**src/rtl/lrs_pkg.sv**
```systemverilog
// constants for the two-rail ldo state control register bank
// assumes an 8-bit register port driven by the host spi front end
package lrs_pkg;
    localparam logic [7:0] INTERNAL_CTRL_ADDR  = 8'h41;
    localparam logic [7:0] PANEL_CTRL_ADDR     = 8'h46;
    localparam logic [7:0] INTERNAL_CTRL_RESET = 8'h07;
    localparam logic [7:0] PANEL_CTRL_RESET    = 8'h24;
    localparam int         STATE_LSB           = 0;
    localparam int         EXIT_LSB            = 3;
    localparam logic [7:0] WRITABLE_MASK       = 8'h3f;
    localparam logic [2:0] CODE_OFF            = 3'h4;
    localparam logic [2:0] CODE_LOW_POWER      = 3'h5;

    typedef enum logic [1:0] {
        LRS_RAIL_OFF    = 2'h0,
        LRS_RAIL_LOW    = 2'h1,
        LRS_RAIL_ACTIVE = 2'h3,
        LRS_RAIL_RSVD   = 2'h2
    } lrs_rail_t;
endpackage : lrs_pkg

```
**src/rtl/lrs_ctrl.sv**
```systemverilog
// register bank and state decode for the panel and internal logic ldo rails
// assumes reg_* port is synchronous to sys_clk, one access per strobe
// Operation
// - state codes: 4 off, 5 low, 6/7 active
// - exit codes same; 0-3 mean do not copy
// - standby exit copies exit field to state
// - panel register at 0x46, reset 0x24
// - internal register at 0x41, reset 0x07
// - discharge each rail while shut down or in a reserved code
// - each rail register controlled independently
// - report over-current and under-voltage per rail
module lrs_ctrl (
    input  wire logic       sys_clk,
    input  wire logic       rst_n,
    input  wire logic       reg_wr,
    input  wire logic       reg_rd,
    input  wire logic [7:0] reg_addr,
    input  wire logic [7:0] reg_wdata,
    output logic      [7:0] reg_rdata,
    output logic            reg_rvalid,
    input  wire logic       standby_exit_pin,
    output logic      [1:0] panel_ldo_mode,
    output logic      [1:0] internal_logic_ldo_mode,
    output logic            panel_ldo_discharge,
    output logic            internal_logic_ldo_discharge,
    input  wire logic       panel_ldo_oc_sense,
    input  wire logic       panel_ldo_uv_sense,
    input  wire logic       internal_logic_ldo_oc_sense,
    input  wire logic       internal_logic_ldo_uv_sense,
    output logic            panel_ldo_over_current,
    output logic            panel_ldo_under_voltage,
    output logic            internal_logic_ldo_over_current,
    output logic            internal_logic_ldo_under_voltage
);
    // rail index of each register slice
    localparam int RAILS = 2;
    localparam int PANEL = 0;
    localparam int INTL  = 1;

    // per-rail state: index 0 panel rail, index 1 internal logic rail
    logic [7:0]         ctrl_ff  [RAILS];
    logic [7:0]         nxt_ctrl [RAILS];
    lrs_pkg::lrs_rail_t mode     [RAILS];
    logic               wr_sel   [RAILS];
    logic               oc_sense [RAILS];
    logic               uv_sense [RAILS];
    logic               oc_ff    [RAILS];
    logic               nxt_oc   [RAILS];
    logic               uv_ff    [RAILS];
    logic               nxt_uv   [RAILS];

    // read port
    logic [7:0]         rdata_ff;
    logic [7:0]         nxt_rdata;
    logic               rvalid_ff;
    logic               nxt_rvalid;

    // standby exit edge detect
    logic               exit_d_ff;
    logic               nxt_exit_d;
    logic               exit_rise;

    // register address of a rail
    function automatic logic [7:0] lrs_rail_addr(input int idx);
        if (idx == PANEL) begin
            return lrs_pkg::PANEL_CTRL_ADDR;
        end else begin
            return lrs_pkg::INTERNAL_CTRL_ADDR;
        end
    endfunction : lrs_rail_addr

    // power-on contents of a rail register
    function automatic logic [7:0] lrs_rail_reset(input int idx);
        if (idx == PANEL) begin
            return lrs_pkg::PANEL_CTRL_RESET;
        end else begin
            return lrs_pkg::INTERNAL_CTRL_RESET;
        end
    endfunction : lrs_rail_reset

    // code to rail mode; reserved codes 0-3 all reported as LRS_RAIL_RSVD
    function automatic lrs_pkg::lrs_rail_t lrs_decode(input logic [2:0] code);
        if (code == lrs_pkg::CODE_OFF) begin
            return lrs_pkg::LRS_RAIL_OFF;
        end else if (code == lrs_pkg::CODE_LOW_POWER) begin
            return lrs_pkg::LRS_RAIL_LOW;
        end else if (code[2]) begin
            return lrs_pkg::LRS_RAIL_ACTIVE;
        end
        return lrs_pkg::LRS_RAIL_RSVD;
    endfunction : lrs_decode

    // reserved codes count as shut down so the rail is never left floating
    function automatic logic lrs_discharge(input lrs_pkg::lrs_rail_t m);
        return (m == lrs_pkg::LRS_RAIL_OFF)
            || (m == lrs_pkg::LRS_RAIL_RSVD);
    endfunction : lrs_discharge

    // flags are only meaningful while the rail is powered
    function automatic logic lrs_powered(input lrs_pkg::lrs_rail_t m);
        return m != lrs_pkg::LRS_RAIL_OFF;
    endfunction : lrs_powered

    // apply write then standby exit; exit copy wins its own field only
    function automatic logic [7:0] lrs_next(input logic [7:0] cur,
                                            input logic [7:0] wdata,
                                            input logic       sel,
                                            input logic       ext);
        logic [7:0] v;
        v = cur;
        // bits 7:6 never stored, so reads return zero there
        if (sel) begin
            v = wdata & lrs_pkg::WRITABLE_MASK;
        end
        // only codes 4..7 are copied; 0..3 keep the state field
        if (ext && v[lrs_pkg::EXIT_LSB+2]) begin
            v[lrs_pkg::STATE_LSB +: 3] = v[lrs_pkg::EXIT_LSB +: 3];
        end
        return v;
    endfunction : lrs_next

    // sense inputs gathered by rail index
    assign oc_sense[PANEL] = panel_ldo_oc_sense;
    assign uv_sense[PANEL] = panel_ldo_uv_sense;
    assign oc_sense[INTL]  = internal_logic_ldo_oc_sense;
    assign uv_sense[INTL]  = internal_logic_ldo_uv_sense;

    // one register, decode and monitor slice per rail
    genvar r;
    generate
        for (r = 0; r < RAILS; r++) begin : g_rail
            assign wr_sel[r] = reg_wr && (reg_addr == lrs_rail_addr(r));

            // a write in the exit cycle lands first, then the copy is taken from it
            always_comb begin
                nxt_ctrl[r] = lrs_next(ctrl_ff[r], reg_wdata, wr_sel[r], exit_rise);
                nxt_oc[r]   = oc_sense[r] & lrs_powered(mode[r]);
                nxt_uv[r]   = uv_sense[r] & lrs_powered(mode[r]);
            end

            always_ff @(posedge sys_clk) begin
                if (!rst_n) begin
                    ctrl_ff[r] <= lrs_rail_reset(r);
                    oc_ff[r]   <= 1'b0;
                    uv_ff[r]   <= 1'b0;
                end else begin
                    ctrl_ff[r] <= nxt_ctrl[r];
                    oc_ff[r]   <= nxt_oc[r];
                    uv_ff[r]   <= nxt_uv[r];
                end
            end

            assign mode[r] = lrs_decode(ctrl_ff[r][lrs_pkg::STATE_LSB +: 3]);
        end
    endgenerate

    // read group: registered, one cycle after the strobe
    always_comb begin
        // rvalid follows every strobe, mapped or not
        nxt_rvalid = reg_rd;
        nxt_rdata  = 8'h00;
        if (reg_rd) begin
            // unmapped and idle cycles read as zero
            unique case (reg_addr)
                lrs_pkg::PANEL_CTRL_ADDR:    nxt_rdata = ctrl_ff[PANEL];
                lrs_pkg::INTERNAL_CTRL_ADDR: nxt_rdata = ctrl_ff[INTL];
                default:                     nxt_rdata = 8'h00;
            endcase
        end
    end

    always_ff @(posedge sys_clk) begin
        if (!rst_n) begin
            rdata_ff  <= 8'h00;
            rvalid_ff <= 1'b0;
        end else begin
            rdata_ff  <= nxt_rdata;
            rvalid_ff <= nxt_rvalid;
        end
    end

    // exit group; pin taken as synchronous, a slow pin needs a synchroniser outside
    always_comb begin
        nxt_exit_d = standby_exit_pin;
    end

    // reset to the idle low level so release gives no false edge
    always_ff @(posedge sys_clk) begin
        if (!rst_n) begin
            exit_d_ff <= 1'b0;
        end else begin
            exit_d_ff <= nxt_exit_d;
        end
    end

    // a level held high copies once only
    assign exit_rise = standby_exit_pin & ~exit_d_ff;

    // read port outputs
    assign reg_rdata  = rdata_ff;
    assign reg_rvalid = rvalid_ff;

    // decoded rail state
    assign panel_ldo_mode               = mode[PANEL];
    assign internal_logic_ldo_mode      = mode[INTL];
    assign panel_ldo_discharge          = lrs_discharge(mode[PANEL]);
    assign internal_logic_ldo_discharge = lrs_discharge(mode[INTL]);

    // monitor flags, non-sticky levels
    assign panel_ldo_over_current           = oc_ff[PANEL];
    assign panel_ldo_under_voltage          = uv_ff[PANEL];
    assign internal_logic_ldo_over_current  = oc_ff[INTL];
    assign internal_logic_ldo_under_voltage = uv_ff[INTL];
endmodule : lrs_ctrl

```
**config.mk**
```make
export PLATFORM = sky130hd
export DESIGN_NAME = lrs_ctrl
export DESIGN_NICKNAME = d
export VERILOG_FILES = /design/src/rtl/lrs_pkg.sv /design/src/rtl/lrs_ctrl.sv
export SDC_FILE = /design/constraint.sdc
export NUM_CORES = 1
export LEC_CHECK = 0
export BUFFER_PORTS_ARGS = -buffer_cell sky130_fd_sc_hd__buf_2
export CAP_MARGIN = 20
export CORE_ASPECT_RATIO = 0.6
export CORE_MARGIN = 2
export CORE_UTILIZATION = 45
export DETAILED_ROUTE_END_ITERATION = 10
export GPL_TIMING_DRIVEN = 0
export PLACE_DENSITY_LB_ADDON = 0.2
export SYNTH_ARGS = -nofsm -noshare
export SYNTH_HDL_FRONTEND = slang
export SYNTH_SLANG_ARGS = --single-unit
```
**constraint.sdc**
```tcl
create_clock -name sys_clk -period 3.37 [get_ports sys_clk]
set_input_delay 0.674 -clock sys_clk [delete_from_list [all_inputs] [get_ports sys_clk]]
set_output_delay 0.674 -clock sys_clk [all_outputs]
set_load 0.02 [all_outputs]
```
==> flow_metrics.env <==
export IMPL_outcome="complete, no violations"
export IMPL_comb_power_share_pct=10.5
export IMPL_drc=0
export IMPL_cap_violations=0
export IMPL_period_needed_ns=1.76
export IMPL_dr_total_vias=914
export IMPL_antenna_found_initial=0
export IMPL_sw_frac_of_total_pct=22.3
export IMPL_crit_type="flop to output pin"
export IMPL_synthMuxAreaShare_pct=11.5
export IMPL_fp_dieH_um=41.7
export IMPL_synthXorXnorAreaFrac_pct=0
export IMPL_nFillCells=221
export IMPL_htree_levels=1
export IMPL_rsz0062_at_grt="false"
export IMPL_multi_input_area_um2=541
export IMPL_viasPerCell=5.05
export IMPL_cts_sinks=24
export IMPL_endpoint_kind="output pin"
export IMPL_synth_simple_gate_area_share_pct=27.2
export IMPL_synth_edff_count=0
export IMPL_synthArstFlopShare_pct=0
export IMPL_met3_usage_pct=6.50
export IMPL_boundaryPins=44
export IMPL_placement_setup_worst_slack_ns=1.42
export IMPL_cp_start_kind="flop"
export IMPL_grtUsageMet2_pct=31.0
export IMPL_synthAdderAreaFrac_pct=0
export IMPL_wl_per_cell_um=13.7
export IMPL_clkPwrFrac_pct=32.2
export IMPL_place_port_buffers=39
export IMPL_skew_ns=0.00423
export IMPL_register_area_um2=480
export IMPL_rows=13
export IMPL_dp_hpwl_mm=1.94
export IMPL_cp_arrival_ns=1.09
export IMPL_drt_iter0_drc=40
export IMPL_globalRouteMet1Util_pct=25.7
export IMPL_finalHoldViolCount=0
export IMPL_tritoncts="built"
export IMPL_fmax_ghz=0.567
export IMPL_die_w_um=66.9
export IMPL_synth_cells=108
export IMPL_p_leak_nw=0.694
export IMPL_drive_above_1_share_pct=34.4
export IMPL_setup_slack_ns=1.61
export IMPL_ys_flop_type="dfxtp_1"
export IMPL_grt_max_degree=13
export IMPL_track_usage_pct=19.6
export IMPL_clockBufferDepth=2
export IMPL_seq_area_frac_synth_pct=45.0
export IMPL_cts_root_buf="clkbuf_8"
export IMPL_cp_max_fo=4
export IMPL_routed_wl_mm=2.49
export IMPL_postCtsHoldBufs=0
export IMPL_p_int_uw=389
export IMPL_cts_inserted_buffers=3
export IMPL_core_area_um2=2210
export IMPL_yosysUniqueCellTypes=27
export IMPL_setup_violations=0
export IMPL_ys_ff_latch=24
export IMPL_avgSynthCellArea_um2=9.88
export IMPL_ant_nets=0
export IMPL_synth_compound_area_share_pct=11.3
export IMPL_p_switching_uw=112
export IMPL_powerDensity_nw_per_um2=373
export IMPL_fin_nets=178
export IMPL_setup_tns_ns=0
export IMPL_start_util_pct=48.2
export IMPL_seq_power_share_pct=57.3
export IMPL_period_share_pct=52.4
export IMPL_cts_setup_buffers=0
export IMPL_synthToLayoutAreaGrowth_pct=26.0
export IMPL_routabilityCongestion=0.839
export IMPL_peakVddDrop_mv=0.289
export IMPL_clock_insertion_delay_worst_skew_ns=0.26
export IMPL_syn_cell_area_um2=1070
export IMPL_cts_repair_resized=0
export IMPL_synth_top_family_by_area="simple AND/OR/NAND/NOR gates"
export IMPL_hold_path_class="flop to flop"
export IMPL_dr_pass1_iters=4
export IMPL_ys_warn_count=0
export IMPL_grt_busiest_layer="met2"
export IMPL_drv_slew=0
export IMPL_rrSetupSlack_ns=1.87
export IMPL_overflow=0
export IMPL_grt_pass1_wl_mm=4.00
export IMPL_antenna_cells=0
export IMPL_die_area_um2=2790
export IMPL_clk_pin_slew_worst_paths_ns=0.08
export IMPL_grt_pass1_vias=860
export IMPL_required_ns=2.70
[layer usage]
layer  vias up  part of all wire (%)
li1        456                     -
met1       422                    46
met5         -                     0
met2        32                    45
met4         0                   1.1
met3         4                   7.5
[power by group through the flow]
stage | clock, mW | combinational, mW | sequential (mW)
2_1_floorplan | 0 | 0.0234 | 0.296
3_3_place_gp | 0 | 0.0509 | 0.294
3_5_place_dp | 0 | 0.0524 | 0.294
4_1_cts | 0.166 | 0.0528 | 0.287
5_1_grt | 0.179 | 0.0572 | 0.288
6_report | 0.161 | 0.0528 | 0.287
[Yosys cell counts, types with 2 or more instances]
| library cell | number | share of area (%) |
|---|---|---|
| dfxtp_1 | 24 | 45 |
| nor2_1 | 12 | 4.2 |
| mux2i_1 | 10 | 9.4 |
| a22oi_1 | 6 | 4.2 |
| inv_1 | 6 | 2.1 |
| nand2_1 | 5 | 1.8 |
| nor2b_1 | 5 | 2.9 |
| o21ai_0 | 4 | 1.9 |
| o21ai_1 | 4 | 1.9 |
| and3b_1 | 3 | 2.5 |
| nor3_1 | 3 | 1.4 |
| a211oi_1 | 2 | 1.4 |
| and2_0 | 2 | 1.2 |
| and2_1 | 2 | 1.2 |
| buf_4 | 2 | 1.4 |
| clkbuf_1 | 2 | 0.70 |
| mux2_2 | 2 | 2.1 |
| nand2b_1 | 2 | 1.2 |
| nand3b_1 | 2 | 1.4 |
| nand4_4 | 2 | 4.0 |
| o211a_1 | 2 | 1.9 |
[worst max-delay path, cell delays in order, from the launching register on]
cell     delay (ns)
dfxtp_1        0.36
o21ai_0        0.26
buf_2          0.22
[kinds of logic after synthesis]
logic type	Yosys count
AND/OR/NAND/NOR	42
flip-flops	24
AO/OA/AOI/OAI	18
multiplexers	12
buffers and inverters	11
other	1
[metrics by stage]
stage	instances	area (µm²)	utilization [%]	power (mW)	hold WS [ns]
6_report	181	1350	60.8	0.501	0.523
5_1_grt	181	1350	60.8	0.524	0.559
4_1_cts	181	1350	60.8	0.506	0.521
3_5_place_dp	178	1300	58.9	0.346	0.504
3_3_place_gp	178	1300	58.9	0.345	0.502
2_1_floorplan	109	1070	-	0.320	0.469
[cells in the final DEF (no fill, tap or decap), types with 4 or more instances in the layout]
cell,count
inv_1,6
buf_2,40
mux2i_1,10
o21ai_0,4
dfxtp_1,24
o21ai_1,4
a22oi_1,6
nor2b_1,5
nand2_1,5
nor2_1,12
[worst paths after layout]
path / from / depth (start not counted) / to
setup / recovery: ctrl_ff[0][0] / 2 / panel_ldo_discharge
hold / removal: ctrl_ff[0][5] / 2 / ctrl_ff[0][5]
setup reg to reg: exit_d_ff / 4 / ctrl_ff[0][0]
hold reg to reg: ctrl_ff[0][5] / 2 / ctrl_ff[0][5]
[state kept, by name, summed over array words and instances (netlist names)]
signal / count
ctrl_ff: 12
exit_d_ff: 1
oc_ff: 2
reg_rdata: 6
reg_rvalid: 1
uv_ff: 2
[layout make-up]
class / instances / area share [%]
repair buffers: 39 / 14.5
inverters: 6 / 1.67
flip-flops and latches: 24 / 35.7
well taps: 30 / 2.79
multi-input cells: 74 / 40.2
plain buffers: 5 / 2.05
clock buffers: 3 / 3.07
Power figures use the tool's default switching activity.
